--- config.mk ---
export PLATFORM = sky130hd
export DESIGN_NAME = spfs_sequencer
export DESIGN_NICKNAME = d
export VERILOG_FILES = /design/src/verilog/spfs_pkg.sv /design/src/verilog/spfs_arm_timer.sv /design/src/verilog/spfs_rc_timer.sv /design/src/verilog/spfs_sequencer.sv
export SDC_FILE = /design/constraint.sdc
export NUM_CORES = 1
export LEC_CHECK = 0
export ABC_AREA = 1
export BUFFER_PORTS_ARGS = -buffer_cell sky130_fd_sc_hd__buf_4
export CORE_MARGIN = 3
export CORE_UTILIZATION = 35
export CTS_BUF_LIST = sky130_fd_sc_hd__clkbuf_8
export DETAILED_ROUTE_END_ITERATION = 16
export HOLD_SLACK_MARGIN = 0.06
export SLEW_MARGIN = 20
export SYNTH_ARGS = -nofsm -noshare
export SYNTH_HDL_FRONTEND = slang
export SYNTH_HIERARCHICAL = 1
export SYNTH_SLANG_ARGS = --single-unit
--- constraint.sdc ---
create_clock -name clk_sys -period 2.48 [get_ports clk_sys]
set_clock_uncertainty 0.15 [all_clocks]
set_input_delay 0.124 -clock clk_sys [delete_from_list [all_inputs] [get_ports clk_sys]]
set_output_delay 0.124 -clock clk_sys [all_outputs]
set_load 0.02 [all_outputs]
--- src/verilog/spfs_pkg.sv ---
// package for the self-programming flash sequencer: register map, fields, timing
// assumes a 10 MHz system clock, a calibrated rc oscillator tick input, and a 32-bit apb master
package spfs_pkg;
    // register byte offsets
    localparam logic [7:0] SPFS_CTRL_OFS = 8'h00;
    localparam logic [7:0] SPFS_ZPTR_OFS = 8'h04;
    localparam logic [7:0] SPFS_DATA_OFS = 8'h08;
    localparam logic [7:0] SPFS_STORE_OFS = 8'h0c;
    localparam logic [7:0] SPFS_STAT_OFS = 8'h10;
    // control register fields
    localparam int SPFS_EN_BIT = 0;
    localparam int SPFS_ERASE_BIT = 1;
    localparam int SPFS_WRITE_BIT = 2;
    localparam int SPFS_LOCK_BIT = 3;
    localparam int SPFS_REEN_BIT = 4;
    localparam int SPFS_BUSY_BIT = 6;
    localparam logic [7:0] SPFS_CTRL_RST = 8'h00;
    // accepted command patterns
    localparam logic [4:0] SPFS_CMD_REEN = 5'h11;
    localparam logic [4:0] SPFS_CMD_LOCK = 5'h09;
    localparam logic [4:0] SPFS_CMD_WRITE = 5'h05;
    localparam logic [4:0] SPFS_CMD_ERASE = 5'h03;
    localparam logic [4:0] SPFS_CMD_FILL = 5'h01;
    // timing
    localparam int SPFS_ARM_CYCLES = 4;
    localparam int SPFS_RC_KHZ = 8000;
    localparam int SPFS_PROG_MIN_US = 3700;
    localparam int SPFS_PROG_MAX_US = 4500;
    localparam int SPFS_PROG_TICKS = (SPFS_PROG_MIN_US * SPFS_RC_KHZ + 999) / 1000;
    localparam int SPFS_STORE_LAT = 1;
    localparam logic [31:0] SPFS_DEVICE_ID = 32'h0000_5a5a;  // arbitrary value
    typedef enum logic [1:0] {
        SPFS_IDLE = 2'b00,
        SPFS_ARMED = 2'b01,
        SPFS_PROG = 2'b11
    } spfs_state_t;
endpackage

--- src/verilog/spfs_arm_timer.sv ---
// arm window counter for the self-programming enable
// assumes start and store are single-cycle pulses from the sequencer
`timescale 1ns/1ns
`default_nettype none
module spfs_arm_timer #(
    parameter int WINDOW = spfs_pkg::SPFS_ARM_CYCLES
) (
    // clock and reset
    input wire logic clk_sys,
    input wire logic nrst,
    // control
    input wire logic start,
    input wire logic cancel,
    // status
    output logic expired
);
    import spfs_pkg::*;
    logic [3:0] cnt_r;
    logic [3:0] cnt_nxt;
    always_comb
    begin
        cnt_nxt = cnt_r;
        if (start)
            cnt_nxt = 4'(WINDOW);
        else if (cancel)
            cnt_nxt = 4'h0;
        else if (cnt_r != 4'h0)
            cnt_nxt = cnt_r - 4'h1;
    end
    always_ff @(posedge clk_sys)
    begin
        if (!nrst)
            cnt_r <= 4'h0;
        else
            cnt_r <= cnt_nxt;
    end
    // window closes after the third cycle with no store
    // a store in the expiring cycle is refused, so expired must not depend on it
    assign expired = (cnt_r == 4'h1) && !start;
endmodule
`default_nettype wire

--- src/verilog/spfs_rc_timer.sv ---
// programming duration timer counting calibrated rc oscillator ticks
// assumes rcTick is a synchronous one-cycle pulse per rc oscillator period
`timescale 1ns/1ns
`default_nettype none
module spfs_rc_timer #(
    parameter int TICKS = spfs_pkg::SPFS_PROG_TICKS
) (
    // clock and reset
    input wire logic clk_sys,
    input wire logic nrst,
    input wire logic holdOnReset,
    // control
    input wire logic start,
    input wire logic rcTick,
    // status
    output logic running,
    output logic done
);
    import spfs_pkg::*;
    logic [15:0] cnt_r;
    logic [15:0] cnt_nxt;
    logic run_r;
    logic run_nxt;
    always_comb
    begin
        cnt_nxt = cnt_r;
        run_nxt = run_r;
        if (start)
        begin
            cnt_nxt = 16'(TICKS);
            run_nxt = 1'b1;
        end
        else if (run_r && rcTick)
        begin
            cnt_nxt = cnt_r - 16'h1;
            if (cnt_r == 16'h1)
                run_nxt = 1'b0;
        end
    end
    always_ff @(posedge clk_sys)
    begin
        // a running write survives reset; an unknown run flag falls to the reset branch
        if (nrst || (holdOnReset && run_r))
        begin
            cnt_r <= cnt_nxt;
            run_r <= run_nxt;
        end
        else
        begin
            cnt_r <= 16'h0;
            run_r <= 1'b0;
        end
    end
    assign running = run_r;
    assign done = run_r && rcTick && (cnt_r == 16'h1);
endmodule
`default_nettype wire

--- src/verilog/spfs_sequencer.sv ---
// self-programming flash sequencer top with apb register access
// assumes synchronous inputs on clk_sys and a flash array that latches a command on flashStart
`timescale 1ns/1ns
`default_nettype none
module spfs_sequencer #(
    parameter bit RWW_SUPPORT = 1'b1,
    parameter int PAGE_WORDS = 32,
    parameter int ADDR_W = 16,
    parameter int PROG_TICKS = spfs_pkg::SPFS_PROG_TICKS
) (
    // clock and reset
    input wire logic clk_sys,
    input wire logic nrst,
    // apb slave
    input wire logic psel,
    input wire logic penable,
    input wire logic pwrite,
    input wire logic [7:0] paddr,
    input wire logic [31:0] pwdata,
    output logic [31:0] prdata,
    output logic pready,
    output logic pslverr,
    // core and system state
    input wire logic powerDownSleep,
    input wire logic eepromWriteActive,
    input wire logic rcTick,
    input wire logic pageInRww,
    // flash array
    output logic flashStart,
    output logic [2:0] flashOp,
    output logic [ADDR_W-1:0] flashAddr,
    output logic [15:0] flashData,
    output logic bufWrite,
    output logic bufClear,
    output logic cpuHalt,
    output logic rwwBlocked
);
    import spfs_pkg::*;

    ////////////////////////////////////////////////////////////////////////////
    // state
    spfs_state_t state_r, state_nxt;
    logic [4:0] cmd_r, cmd_nxt;
    logic [ADDR_W-1:0] zPtr_r, zPtr_nxt;
    logic [15:0] data_r, data_nxt;
    logic busy_r, busy_nxt;
    logic halt_r, halt_nxt;
    logic flashStart_r, flashStart_nxt;
    logic [2:0] flashOp_r, flashOp_nxt;
    logic [ADDR_W-1:0] flashAddr_r, flashAddr_nxt;
    logic [15:0] flashData_r, flashData_nxt;
    logic bufWrite_r, bufWrite_nxt;
    logic bufClear_r, bufClear_nxt;
    logic [31:0] prdata_r, prdata_nxt;
    logic armExpired, progRunning, progDone, timerStart, armStart, armCancel;

    logic wrAccess, rdAccess, ctrlWrite, storeWrite, cmdValid, writeBlocked;
    logic [4:0] wrCmd;

    function automatic logic spfs_cmd_ok(input logic [4:0] c);
        spfs_cmd_ok = (c == SPFS_CMD_REEN) || (c == SPFS_CMD_LOCK) || (c == SPFS_CMD_WRITE) ||
                      (c == SPFS_CMD_ERASE) || (c == SPFS_CMD_FILL);
    endfunction

    ////////////////////////////////////////////////////////////////////////////
    // apb decode
    assign wrAccess = psel && penable && pwrite;
    assign rdAccess = psel && penable && !pwrite;
    assign wrCmd = pwdata[4:0];
    assign writeBlocked = powerDownSleep || eepromWriteActive;
    assign cmdValid = spfs_cmd_ok(wrCmd);
    assign ctrlWrite = wrAccess && (paddr == SPFS_CTRL_OFS) && cmdValid && !writeBlocked &&
                       (state_r == SPFS_IDLE);
    assign storeWrite = wrAccess && (paddr == SPFS_STORE_OFS) && (state_r == SPFS_ARMED) &&
                        !armExpired && !writeBlocked;
    assign armStart = ctrlWrite;
    assign armCancel = storeWrite;
    assign timerStart = storeWrite && (cmd_r == SPFS_CMD_ERASE || cmd_r == SPFS_CMD_WRITE ||
                                       cmd_r == SPFS_CMD_LOCK);
    assign pready = 1'b1;
    assign pslverr = 1'b0;

    ////////////////////////////////////////////////////////////////////////////
    // sequencer
    always_comb
    begin
        state_nxt = state_r;
        cmd_nxt = cmd_r;
        zPtr_nxt = zPtr_r;
        data_nxt = data_r;
        busy_nxt = busy_r;
        halt_nxt = halt_r;
        flashStart_nxt = 1'b0;
        flashOp_nxt = flashOp_r;
        flashAddr_nxt = flashAddr_r;
        flashData_nxt = flashData_r;
        bufWrite_nxt = 1'b0;
        bufClear_nxt = 1'b0;
        if (wrAccess && paddr == SPFS_ZPTR_OFS)
            zPtr_nxt = pwdata[ADDR_W-1:0];
        if (wrAccess && paddr == SPFS_DATA_OFS)
            data_nxt = pwdata[15:0];
        unique case (state_r)
            SPFS_IDLE:
            begin
                if (ctrlWrite)
                begin
                    cmd_nxt = wrCmd;
                    state_nxt = SPFS_ARMED;
                end
            end
            SPFS_ARMED:
            begin
                if (storeWrite)
                begin
                    flashAddr_nxt = zPtr_r;
                    flashData_nxt = data_r;
                    unique case (cmd_r)
                        SPFS_CMD_FILL:
                        begin
                            bufWrite_nxt = 1'b1;
                            flashAddr_nxt = {zPtr_r[ADDR_W-1:1], 1'b0};
                            cmd_nxt = 5'h00;
                            state_nxt = SPFS_IDLE;
                        end
                        SPFS_CMD_REEN:
                        begin
                            bufClear_nxt = 1'b1;
                            busy_nxt = 1'b0;
                            cmd_nxt = 5'h00;
                            state_nxt = SPFS_IDLE;
                        end
                        default:
                        begin
                            flashStart_nxt = 1'b1;
                            flashOp_nxt = cmd_r[3:1];
                            if (cmd_r != SPFS_CMD_LOCK)
                                busy_nxt = pageInRww;
                            halt_nxt = !pageInRww || cmd_r == SPFS_CMD_LOCK;
                            state_nxt = SPFS_PROG;
                        end
                    endcase
                end
                else if (armExpired)
                begin
                    cmd_nxt = 5'h00;
                    state_nxt = SPFS_IDLE;
                end
            end
            SPFS_PROG:
            begin
                // enable and command bits hold until the timer finishes
                if (progDone || !progRunning)
                begin
                    cmd_nxt = 5'h00;
                    halt_nxt = 1'b0;
                    state_nxt = SPFS_IDLE;
                end
            end
            default:
                state_nxt = SPFS_IDLE;
        endcase
    end

    always_ff @(posedge clk_sys)
    begin
        // an unknown state at power-up falls to the reset branch
        if (nrst || (state_r == SPFS_PROG && progRunning))
        begin
            state_r <= state_nxt;
            cmd_r <= cmd_nxt;
            busy_r <= busy_nxt;
            halt_r <= halt_nxt;
        end
        else
        begin
            state_r <= SPFS_IDLE;
            cmd_r <= SPFS_CTRL_RST[4:0];
            busy_r <= 1'b0;
            halt_r <= 1'b0;
        end
        if (!nrst)
        begin
            zPtr_r <= '0;
            data_r <= 16'h0000;
            flashStart_r <= 1'b0;
            flashOp_r <= 3'h0;
            flashAddr_r <= '0;
            flashData_r <= 16'h0000;
            bufWrite_r <= 1'b0;
            bufClear_r <= 1'b0;
            prdata_r <= 32'h0000_0000;
        end
        else
        begin
            zPtr_r <= zPtr_nxt;
            data_r <= data_nxt;
            flashStart_r <= flashStart_nxt;
            flashOp_r <= flashOp_nxt;
            flashAddr_r <= flashAddr_nxt;
            flashData_r <= flashData_nxt;
            bufWrite_r <= bufWrite_nxt;
            bufClear_r <= bufClear_nxt;
            prdata_r <= prdata_nxt;
        end
    end

    ////////////////////////////////////////////////////////////////////////////
    // read data, registered on the setup cycle so it stands during access
    always_comb
    begin
        prdata_nxt = prdata_r;
        if (psel && !penable && !pwrite)
        begin
            unique case (paddr)
                SPFS_CTRL_OFS:
                    prdata_nxt = {24'h0, 1'b0, busy_r & RWW_SUPPORT, 1'b0, cmd_r};
                SPFS_ZPTR_OFS:
                    prdata_nxt = 32'(zPtr_r);
                SPFS_DATA_OFS:
                    prdata_nxt = {16'h0, data_r};
                SPFS_STAT_OFS:
                    prdata_nxt = {28'h0, writeBlocked, halt_r, progRunning, state_r != SPFS_IDLE};
                default:
                    prdata_nxt = 32'h0000_0000;
            endcase
        end
    end

    ////////////////////////////////////////////////////////////////////////////
    // timers
    spfs_arm_timer #(.WINDOW(SPFS_ARM_CYCLES)) u_arm (
        .clk_sys(clk_sys),
        .nrst(nrst),
        .start(armStart),
        .cancel(armCancel),
        .expired(armExpired)
    );

    spfs_rc_timer #(.TICKS(PROG_TICKS)) u_rc (
        .clk_sys(clk_sys),
        .nrst(nrst),
        .holdOnReset(1'b1),
        .start(timerStart),
        .rcTick(rcTick),
        .running(progRunning),
        .done(progDone)
    );

    ////////////////////////////////////////////////////////////////////////////
    // outputs
    assign prdata = prdata_r;
    assign flashStart = flashStart_r;
    assign flashOp = flashOp_r;
    assign flashAddr = flashAddr_r;
    assign flashData = flashData_r;
    assign bufWrite = bufWrite_r;
    assign bufClear = bufClear_r;
    assign cpuHalt = halt_r;
    assign rwwBlocked = busy_r & RWW_SUPPORT;
endmodule
`default_nettype wire

### Word-level counts from Yosys, hierarchy flattened

Index checks and enable logic that the tools add are counted.

| operators by class | value |
|---|---|
| eq/ne operators | 25 |
| $add $sub $neg | 2 |
| bitwise operators | 4 |
| muxes and demuxes | 31 |
| reductions and logical operators | 58 |

Operators with widths:

| cell | number |
|---|---|
| $pmux W16 S4 | 1 |
| $mux W15 | 2 |
| $mux W5 | 5 |
| $logic_and A1 B1 Y1 | 19 |
| $eq A16 B1 Y1 const B | 1 |
| $eq A8 B4 Y1 const B | 2 |
| $sub A16 B1 Y16 const B | 1 |
| $pmux W5 S3 | 1 |
| $logic_or A1 B1 Y1 | 11 |
| $mux W1 | 11 |
| $eq A5 B1 Y1 const B | 2 |
| $eq A5 B2 Y1 const B | 2 |
| $eq A5 B3 Y1 const B | 2 |
| $eq A5 B4 Y1 const B | 2 |
| $eq A5 B5 Y1 const B | 2 |
| $mux W2 | 5 |
| $reduce_bool A2 Y1 | 5 |
| $mux W3 | 3 |
| $reduce_and A3 Y1 | 3 |
| $eq A8 B3 Y1 const B | 1 |
| $eq A8 B5 Y1 const B | 1 |
| $logic_not A8 Y1 | 1 |
| $reduce_and A4 Y1 | 2 |
| $logic_not A1 Y1 | 7 |
| 18 further kinds | 28 |

| word-level totals | value |
|---|---|
| output and inout port bits | 74 |
| input port bits | 49 |
| word-level logic and storage cells | 138 |
| register bits after elaboration | 132 |

### Depth between registers and ports, before layout

Gate-level depths: netlist of the first run.

| logic depth | value |
|---|---|
| depth in word-level cells | 16 |
| depth in mapped cells | 16 |
| gate-level depth less buffers | 15 |

### By module

Netlist of the first run, hierarchy kept.

Modules (own cells, without submodules):

| module | cells an instance | seq. area each (um^2) | area each (um^2) | times used |
|---|---|---|---|---|
| spfs_sequencer | 523 | 1901.8 | 3993.8 | 1 |
| spfs_rc_timer | 156 | 340.3 | 1062.3 | 1 |
| spfs_arm_timer | 35 | 80.1 | 252.7 | 1 |

### Worst setup path after synthesis of the first run

Ideal clock, no wire load.

| timing | value |
|---|---|
| kind | input to register |
| start point | input port paddr[5] |
| end point | register u_rc.cnt_r[8] |
| library setup time | 0.110 ns |
| stages on the path | 15 |
| path slack | 0.318 ns |
| arrival | 1.903 ns |
| path buffers | 0 |
| required time | 2.220 ns |
| cell sequence | nor2_1 > nand2_1 > nor2_4 > nand3_1 > nor2_1 > nor2_1 > nand3b_1 > nor2_1 > nand3b_1 > nor2_1 > clkinv_1 > nand3_1 > nand3_1 > nand2_1 > inv_1 |

| between the ends | value |
|---|---|
| longest elaborated chain between the ends | 12 |
| elaborated cells on any way between the ends | 16 |
| those cells by class | 1 x eq/ne; 1 x mux; 14 x reduce/logical |

RTL lines:

| what | line | text |
|---|---|---|
| start: declaration | spfs_sequencer.sv:18 | `input wire logic [7:0] paddr,` |
| $logic_not A8 Y1 * | spfs_sequencer.sv:72 | `assign ctrlWrite = wrAccess && (paddr == SPFS_CTRL_OFS) && cmdValid && !writeBlocked &&` |
| $logic_and A1 B1 Y1 * (4 in series) | spfs_sequencer.sv:72 |  |
| named net armStart | spfs_sequencer.sv:55 | `logic armExpired, progRunning, progDone, timerStart, armStart, armCancel;` |
| $logic_not A1 Y1 * | spfs_arm_timer.sv:39 | `assign expired = (cnt_r == 4'h1) && !start;` |
| $logic_and A1 B1 Y1 * | spfs_arm_timer.sv:39 |  |
| named net armExpired | spfs_sequencer.sv:55 |  |
| $logic_not A1 Y1 * | spfs_sequencer.sv:75 | `!armExpired && !writeBlocked;` |
| $logic_and A1 B1 Y1 * | spfs_sequencer.sv:74 | `assign storeWrite = wrAccess && (paddr == SPFS_STORE_OFS) && (state_r == SPFS_ARMED) &&` |
| $logic_and A1 B1 Y1 * | spfs_sequencer.sv:75 |  |
| $logic_and A1 B1 Y1 * | spfs_sequencer.sv:78 | `assign timerStart = storeWrite && (cmd_r == SPFS_CMD_ERASE \|\| cmd_r == SPFS_CMD_WRITE \|\|` |
| named net timerStart | spfs_sequencer.sv:55 |  |
| $mux W15 or $reduce_bool A2 Y1 (tied branches) | - |  |
| end signal: assignment | spfs_rc_timer.sv:45 | `cnt_r <= cnt_nxt;` |
| end: declaration | spfs_rc_timer.sv:20 | `logic [15:0] cnt_r;` |

The timed path passes the listed nets; every way through them passes the cells marked *.
A chain may end at the register's enable or synchronous reset.

### Worst setup path in the final report of the first run

| timing | value |
|---|---|
| start point | input port pwrite |
| end point | register u_rc.cnt_r[6] |

| between the ends | value |
|---|---|
| longest elaborated chain between the ends | 12 |
| elaborated cells on any way between the ends | 14 |
| those cells by class | 14 x reduce/logical |

RTL lines:

| what | line | text |
|---|---|---|
| start: declaration | spfs_sequencer.sv:17 | `input wire logic pwrite,` |
| $logic_and A1 B1 Y1 | spfs_sequencer.sv:67 | `assign wrAccess = psel && penable && pwrite;` |
| $logic_and A1 B1 Y1 (4 in series) | spfs_sequencer.sv:72 |  |
| named net armStart | spfs_sequencer.sv:55 |  |
| $logic_not A1 Y1 | spfs_arm_timer.sv:39 |  |
| $logic_and A1 B1 Y1 | spfs_arm_timer.sv:39 |  |
| named net armExpired | spfs_sequencer.sv:55 |  |
| $logic_not A1 Y1 | spfs_sequencer.sv:75 |  |
| $logic_and A1 B1 Y1 | spfs_sequencer.sv:74 |  |
| $logic_and A1 B1 Y1 | spfs_sequencer.sv:75 |  |
| $logic_and A1 B1 Y1 | spfs_sequencer.sv:78 |  |
| named net timerStart | spfs_sequencer.sv:55 |  |
| $reduce_or A2 Y1 (no source line) | - |  |

The timed path passes the listed nets, and every way through them passes these cells.

==> results of run 1 <==
==> what timing repair did <==
item | 4_1_cts | 5_1_grt
endpoints found under the setup margin | 0 | 58
buffers inserted | 0 | 1
endpoints found under the hold margin | 75 | 0
resized for setup | 0 | 6
hold buffers | 25 | 0
==> cells by family (layout without fill, tap and decap cells) <==
kind of cell               Yosys count  count (layout)
AOI/OAI and AO/OA                  204             204
other                                2              19
and+or+nand+nor                    246             246
buffers and inverters              141             263
xor gates and xnor gates             1               1
adders and majority gates            4               4
DFF                                116             116
==> layer usage <==
| layer | global-route usage (%) | wire length, um |
|---|---|---|
| met2 | 26.2 | 6410 |
| met3 | 3.67 | 595 |
| met4 | 6.92 | 225 |
| met5 | 0 | 0 |
| met1 | 24.3 | 6890 |
==> final timing paths <==
kind / from / endpoint / slack [ps] / cells after the start
min reg2reg: prdata[15] / prdata[15] / 320 / 2
min: paddr[3] / state_r[1] / 110 / 5
max: pwrite / u_rc/cnt_r[6] / 190 / 15
max reg2reg: state_r[1] / u_rc/cnt_r[6] / 430 / 12
==> final cells by class <==
cell class / count / area (sq um) / share of cell area [%]
Tap cell: 184 / 230 / 3.37
Sequential cell: 116 / 2320 / 34.0
Clock inverter: 13 / 146 / 2.14
Timing Repair Buffer: 131 / 1060 / 15.5
Multi-Input combinational cell: 474 / 2440 / 35.7
Clock buffer: 19 / 262 / 3.82
Inverter: 100 / 380 / 5.56
==> metrics by stage <==
step / instances / util [%] / cell area [sq um] / total power, W
4_1_cts: 1036 / 46.4 / 6810 / 0.00420
3_3_place_gp: 979 / 41.9 / 6160 / 0.00236
5_1_grt: 1037 / 46.5 / 6840 / 0.00434
6_report: 1037 / 46.5 / 6840 / 0.00416
3_5_place_dp: 979 / 41.9 / 6160 / 0.00237
2_1_floorplan: 731 / - / 5370 / 0.00228
==> critical path: stages <==
cell and delay [ps]:
dlygate4sd3_1 530, buf_4 110, nand3_1 190, nor2_1 160, nand3_1 120, nor2_2 120
nor2_1 70, nand3b_1 220, nor2_1 130, nand3b_1 130, nor2_2 160, buf_4 140
nor2_4 50, inv_1 140, a21oi_1 50
==> synthesized netlist by cell type, types with 5 or more instances <==
cell and n:
o21ai_1 5, inv_2 10, inv_1 86, nand2_2 6, o21ai_0 90, o22ai_1 10, buf_4 18, nor2_4 12
buf_2 7, nand4_1 6, clkbuf_1 13, nor3_1 6, nand2_4 5, a21oi_1 94, nor2_1 55, dfxtp_1 116
nand2_1 107, nand3_2 5, nand3_1 33
==> registers in the layout, summed over array words and instances, names as in the netlist, 3 cells and up <==
signal	flops
u_rc/cnt_r	16
prdata	16
cmd_r	5
data_r	16
flashData	16
u_arm/cnt_r	4
zPtr_r	16
flashOp	3
flashAddr	16
==> power by group <==
group	switching [W]	internal [W]	total, W
sequential	0.0000295	0.00189	0.00192
clock	0.000850	0.000958	0.00181
combinational	0.000252	0.000176	0.000428
==> summary.txt, run 1 <==
Synthesis
  • Primary FF master, synth: dfxtp_1
  • Top cell type's share of synthesized area: 43.7%
  • Cell area after synthesis: 0.00531 sq mm
  • Post-synthesis mux area share: 0%
  • XOR/XNOR Fraction of Synth Area: 0.165%
  • Mean Syn Cell Area: 7.44 sq um
  • Netlist cell types: 34
  • Area contributors post-synth: dfxtp_1 (44%), a21oi_1 (8.9%), o21ai_0 (8.5%)
  • Synth Area in Compound Gates: 19.8%
  • Asr flop ratio synth: 0%
  • Sequential share of the synthesized area: 43.7%
  • Synth Register Bits: 116
  • Syn Inst Count: 714
  • Synth Area in Simple Gates: 23.3%
  • Area share of fa/ha/maj cells after synthesis: 0.943%
  • Synth area leader: dfxtp_1
  • Main combinational cell family by area after synthesis: simple AND/OR/NAND/NOR gates
  • Number of flops mapped to enable cells by yosys: 0
  • Synth warnings: 6

STA
  • # setup viols final: 0
  • Fmax: 0.438 GHz
  • Final hold violation count: 0
  • Setup TNS: 0 ps
  • Worst-Margin Slew: 612 ps
  • Fin crit share: 92.1%
  • Slew Limit Fails: 0
  • Final WS setup: 195 ps
  • Worst slew margin: 58.9%
  • Unrepaired setup endpoints after global routing: false
  • Min Clock Period, post-route: 2290 ps
  • Worst hold margin: 107 ps

Route
  • Final WL: 14,100 um
  • Routed length per placed instance: 13.6 um
  • DR iter-0 viols: 290
  • Via count: 4,844
  • Vias/cell: 4.67
  • Antenna viol nets, final: 0
  • DRC: 0
  • DR pass1 iterations: 6

Pwr
  • P_leak: 2.97 nW
  • PwrDens: 608 mW/mm^2
  • Maximum vdd drop: 0.000438 V

CTS
  • Maximum clock path buffer count: 2
  • CTS root buf: clkbuf_8
  • Clk sinks: 116
  • CTS tree: done
  • CTS buffer count: 17
  • H-tree levels: 4
  • Clock latency on the worst-skew pair: 450 ps
  • Clock-pin slew on the worst setup and hold paths: 70 ps

Global route
  • Largest net degree at the start of global routing: 44
  • Vias in the first global route: 4,380
  • Initial antenna violation count: 0
  • GR Overflow Total: 0
  • Global router's overall resource usage: 17.4%
  • First-pass GRT wire length: 22,600 um

Floorplan
  • Cell Rows: 44
  • Starting Density: 36.1%
  • DIE AREA: 0.0167 sq mm
  • # IOs: 123
  • Die Ht: 129 um
  • Placeable Area: 0.0147 sq mm
  • DIE WIDTH: 129 um

Place
  • Gpl congestion: 0.882
  • Port Buffer Count: 88
  • Hpwl dp: 10,100 um
  • Setup WS pre-CTS: 90.2 ps

Outcome
  • Status: finished, final reports clean

Final layout
  • FILL cells: 1,500
  • Synthesis-to-layout area growth: 28.8%
  • # nets final: 893
  • Most common cell after layout, fill and taps aside: dfxtp_1
  • N_diodes: 0
  • Share of cells above drive strength 1: 22.5%
  • Most frequent cells in the layout: dfxtp_1 (116), nand2_1 (107), buf_4 (105)

Critical path
  • Critical setup path kind: in2reg
  • CP Data Required Time: 2660 ps
  • CP endpoint kind: flip-flop
  • Crit start category: input port
  • Crit path DAT: 2460 ps
  • CP Max Fanout: 7

Worst hold path
  • Hold Path Class: in2reg

Job
  • Number of max-cap violations: 0
No activity file was read; power rests on OpenSTA's default activity.
==> run 2: changes to the inputs <==
Settings changed: CORE_MARGIN 3 to not set, RECOVER_POWER set to 25.
==> summary.txt, run 2 (synthesis gave the netlist of run 1 again) <==
Outcome
  • Status: finished, violations left
  • Violated checks: design-rule violations

STA
  • Worst-Margin Slew: 675 ps
  • Min Clock Period, post-route: 2320 ps
  • Fin crit share: 93.7%
  • Slew Limit Fails: 0
  • Final hold violation count: 0
  • Worst slew margin: 54.7%
  • # setup viols final: 0
  • Final WS setup: 157 ps
  • Setup TNS: 0 ps
  • Fmax: 0.431 GHz
  • Unrepaired setup endpoints after global routing: false

Critical path
  • Worst reg2reg endpoint: cmd_r[1]
  • Crit path DAT: 2500 ps
  • Critical setup path kind: in2reg
  • CP Data Required Time: 2660 ps
  • CP endpoint kind: flip-flop
  • Reg2reg path depth: 13
  • CP Max Fanout: 6
  • Crit start category: input port
  • R2R setup slack: 350 ps
  • Origin of the critical flop-to-flop path: state_r[1]

Place
  • Cells after DPL: 977
  • Gpl congestion: 0.858
  • Port Buffer Count: 88
  • Hpwl dp: 9980 um
  • Setup WS pre-CTS: 47.8 ps
  • DP Area: 0.00613 sq mm

CTS
  • CTS tree: done
  • CTS root buf: clkbuf_8
  • CTS buffer count: 17
  • Clk sinks: 116
  • Clock-pin slew on the worst setup and hold paths: 70 ps
  • H-tree levels: 4
  • Clock latency on the worst-skew pair: 440 ps
  • Maximum clock path buffer count: 2

Route
  • Antenna viol nets, final: 0
  • Routed length per placed instance: 13.3 um
  • Via count: 4,842
  • DR pass1 iterations: 10
  • Final WL: 13,700 um
  • Vias/cell: 4.68
  • DRC: 2
  • DR iter-0 viols: 295

Final layout
  • Share of cells above drive strength 1: 16.9%
  • Synthesis-to-layout area growth: 24.5%
  • # nets final: 890
  • Final Core Density: 45.1%
  • N_diodes: 0
  • Non-Filler Instances: 1,034
  • Most common cell after layout, fill and taps aside: dfxtp_1
  • Most frequent cells in the layout: dfxtp_1 (116), nand2_1 (107), a21oi_1 (94)
  • Fin area: 0.00661 sq mm

Floorplan
  • Placeable Area: 0.0146 sq mm
  • DIE AREA: 0.0157 sq mm
  • Die Ht: 125 um
  • Starting Density: 36.3%
  • DIE WIDTH: 125 um
  • # IOs: 123
  • Cell Rows: 44

Pwr
  • P_leak: 2.76 nW
  • Net Switching: 0.00108 W
  • Total internal power: 0.00298 W
  • Net Sw Frac: 26.6%
  • Clock power frac: 42.1%
  • PwrDens: 615 mW/mm^2
  • Flop pwr share: 47.3%
  • Logic pwr share: 10.6%
  • Maximum vdd drop: 0.000347 V

Global route
  • GR Overflow Total: 0
  • Vias in the first global route: 4,353
  • Initial antenna violation count: 0
  • Global router's overall resource usage: 17.8%
  • First-pass GRT wire length: 21,900 um
  • Met1 global-route usage: 23.7%
  • Grt met2 use: 27.8%
  • Met3 Use GR: 4.24%
  • GRT busiest layer: met2
  • Largest net degree at the start of global routing: 71

Worst hold path
  • Min-delay src: psel
  • Hold Path Class: in2reg
  • Worst hold path depth: 6
  • WHS Endpoint: prdata[15]

Job
  • Number of max-cap violations: 0
[run 2: final cells by class]
class / count / area [sq um]
clock buffers: 18 / 248
fillers: 1561 / 8030
multi-input cells: 474 / 2430
well taps: 184 / 230
clock inverters: 14 / 138
inverters: 100 / 380
repair buffers: 128 / 866
flip-flops and latches: 116 / 2320
[run 2: what timing repair did]
action,CTS,global route
buffers inserted,0,0
endpoints found under the setup margin,0,27
hold endpoints to repair,70,0
gates resized for setup,0,4
hold buffers,25,0
[run 2: power by group through the flow]
stage	Clock (W)	Combinational, W	Sequential, W
6_report	0.00171	0.000431	0.00192
5_1_grt	0.00183	0.000483	0.00193
2_1_floorplan	0	0.000315	0.00196
3_3_place_gp	0	0.000396	0.00197
4_1_cts	0.00176	0.000433	0.00192
3_5_place_dp	0	0.000402	0.00197
[run 2: routing by layer]
metal | vias up | wire (um)
met5 | - | 0
met4 | 0 | 161
met3 | 13 | 529
met2 | 103 | 6190
met1 | 2179 | 6870
li1 | 2547 | -
[run 2: how the worst max path moves through the flow]
stage | startpoint | endpoint | slack (ps) | depth (start not counted)
after floorplan | paddr[5] | u_rc/cnt_r[8] | 320 | 15
after global placement | paddr[1] | u_rc/cnt_r[5] | 160 | 16
after detailed placement | paddr[1] | u_rc/cnt_r[5] | 50 | 16
after CTS | pwdata[3] | u_rc/cnt_r[5] | 10 | 17
after global routing | pwdata[3] | flashData[13] | 10 | 15
final | pwdata[3] | cmd_r[1] | 160 | 17
[run 2: worst max-delay path, stage by stage]
cell and delay (ps):
dlygate4sd3_1 530, buf_4 160, nor2_1 100, nand2_1 70, o21ai_1 130, nand3_1 140
nor2_2 130, nor2_1 80, nand3b_1 220, nor2_4 160, nand2_2 140, nand2_2 120
nand2_2 60, nor2_4 150, nand3_1 90, nand2_1 70, nor2_1 40
[run 2: per-stage QoR]
stage          hold slack (ps)  total power (W)
2_1_floorplan             95.5          0.00228
3_3_place_gp               266          0.00236
3_5_place_dp               268          0.00237
4_1_cts                   79.2          0.00412
5_1_grt                    104          0.00424
6_report                   114          0.00406
==> run 3: changes to the inputs <==
Settings changed: CELL_PAD_IN_SITES_DETAIL_PLACEMENT set to 0, CELL_PAD_IN_SITES_GLOBAL_PLACEMENT set to 2, CORE_UTILIZATION 35 to 31, PLACE_DENSITY_LB_ADDON set to 0.1, SKIP_LAST_GASP set to 1.
==> summary.txt, run 3 (synthesis gave the netlist of run 1 again) <==
Outcome
  • Status: finished, final reports clean

Pwr
  • Clock power frac: 42.0%
  • Maximum vdd drop: 0.000408 V
  • Net Switching: 0.00105 W
  • Flop pwr share: 47.1%
  • PwrDens: 604 mW/mm^2
  • Total internal power: 0.00303 W
  • P_leak: 2.81 nW
  • Net Sw Frac: 25.8%
  • Logic pwr share: 10.9%

Route
  • Via count: 5,012
  • DR iter-0 viols: 263
  • Routed length per placed instance: 14.4 um
  • Antenna viol nets, final: 0
  • Vias/cell: 4.66
  • Final WL: 15,400 um
  • DRC: 0
  • DR pass1 iterations: 4

Final layout
  • Non-Filler Instances: 1,075
  • N_diodes: 0
  • Most common cell after layout, fill and taps aside: dfxtp_1
  • Fin area: 0.00676 sq mm
  • # nets final: 896
  • Most frequent cells in the layout: dfxtp_1 (116), nand2_1 (106), a21oi_1 (94)
  • Synthesis-to-layout area growth: 27.4%
  • Share of cells above drive strength 1: 17.9%

STA
  • Worst slew margin: 57.4%
  • # setup viols final: 0
  • Worst-Margin Slew: 635 ps
  • Min Clock Period, post-route: 2340 ps
  • Final WS setup: 143 ps
  • Worst hold margin: 85.6 ps
  • Final hold violation count: 0
  • Slew Limit Fails: 0
  • Fin crit share: 94.3%
  • Fmax: 0.428 GHz

Worst hold path
  • Hold Path Class: in2reg
  • WHS Endpoint: u_arm/cnt_r[2]
  • Worst hold path depth: 8
  • Min-delay src: powerDownSleep

Floorplan
  • Placeable Area: 0.0166 sq mm
  • Starting Density: 31.9%
  • Die Ht: 133 um
  • # IOs: 123
  • DIE AREA: 0.0177 sq mm
  • DIE WIDTH: 133 um
  • Cell Rows: 47

CTS
  • Clock-pin slew on the worst setup and hold paths: 70 ps
  • Clk sinks: 116
  • Clock latency on the worst-skew pair: 440 ps
  • CTS buffer count: 17
  • CTS tree: done
  • CTS root buf: clkbuf_8
  • H-tree levels: 4
  • Maximum clock path buffer count: 2

Critical path
  • CP Max Fanout: 6
  • Origin of the critical flop-to-flop path: state_r[1]
  • Reg2reg path depth: 14
  • Critical setup path kind: in2reg
  • Worst path slowest cell: dlygate4sd3_1
  • CP endpoint kind: flip-flop
  • Worst reg2reg endpoint: cmd_r[3]
  • Crit start category: input port
  • R2R setup slack: 270 ps
  • Max stage delay on crit path: 530 ps
  • CP Data Required Time: 2660 ps
  • CP Cell Sequence: dlygate4sd3_1, buf_4, nand2_4, nand3_1, nor2_1, nand3_2, nor2_2, nor2_2, nand3b_1, buf_4, nor2_4, nand2_4, nand2_2, nand2_2, nor2_4, nand3_2, nand2_1, nor2_1
  • Crit path DAT: 2520 ps

Global route
  • GR Overflow Total: 0
  • Global router's overall resource usage: 18.0%
  • Vias in the first global route: 4,800
  • Largest net degree at the start of global routing: 40
  • Initial antenna violation count: 0
  • First-pass GRT wire length: 24,500 um

Place
  • Setup WS pre-CTS: 136 ps
  • Cells after DPL: 1,017
  • Gpl congestion: 0.785
  • Hpwl dp: 11,000 um
  • Port Buffer Count: 88
  • DP Area: 0.00623 sq mm

Job
  • Number of max-cap violations: 0
==> run 3: area by class of cell <==
cell class,instances,area [sq um]
clock buffer,20,275
clock inverter,11,113
fill,1788,9880
inverter,100,380
multi-input combinational,474,2460
sequential,116,2320
tap,220,275
timing repair buffer,134,940
==> run 3: metal layers <==
layer	global-route usage (%)	routed length, um	up-vias	share of wire [%]
li1	-	-	2555	-
met1	24.3	7810	2332	51
met2	27.8	6840	111	44
met3	4.52	642	14	4.2
met4	5.87	150	0	0.97
met5	0	0	-	0
==> run 3: what timing repair did <==
| action | CTS | global route |
|---|---|---|
| hold endpoints to repair | 79 | 0 |
| endpoints found under the setup margin | 0 | 57 |
| buffers inserted | 0 | 2 |
| hold buffers | 25 | 0 |
| gates resized for setup | 0 | 12 |
==> run 3: worst max-delay path: cells and delay by family <==
family	cells	cell delay, ps
AND/OR/NAND/NOR	15	1520
buffers and inverters	3	860
==> run 3: metrics by stage <==
step | power, W | util, % | TNS [ps]
finish | 0.00409 | 40.6 | 0
global route | 0.00428 | 40.6 | -51.2
CTS | 0.00414 | 41.3 | 0
detailed placement | 0.00238 | 37.4 | 0
global placement | 0.00237 | 37.4 | 0
floorplan | 0.00228 | - | 0
==> run 3: power groups by stage <==
stage                     combinational, W  sequential [W]  clock, W
after floorplan                   0.000315         0.00196         0
after global placement            0.000402         0.00197         0
after detailed placement          0.000409         0.00197         0
after CTS                         0.000442         0.00192   0.00178
after global routing              0.000498         0.00193   0.00185
final                             0.000444         0.00192   0.00172
==> run 3: how the worst max path moves through the flow <==
stage | start | to | slack [ps] | cells past startpoint
6_report | pwdata[4] | cmd_r[3] | 140 | 18
5_1_grt | pwdata[4] | cmd_r[0] | -30 | 18
4_1_cts | pwdata[3] | u_rc/cnt_r[9] | 70 | 17
3_5_place_dp | paddr[1] | u_rc/cnt_r[14] | 140 | 16
3_3_place_gp | paddr[1] | u_rc/cnt_r[10] | 170 | 15
2_1_floorplan | paddr[5] | u_rc/cnt_r[8] | 320 | 15
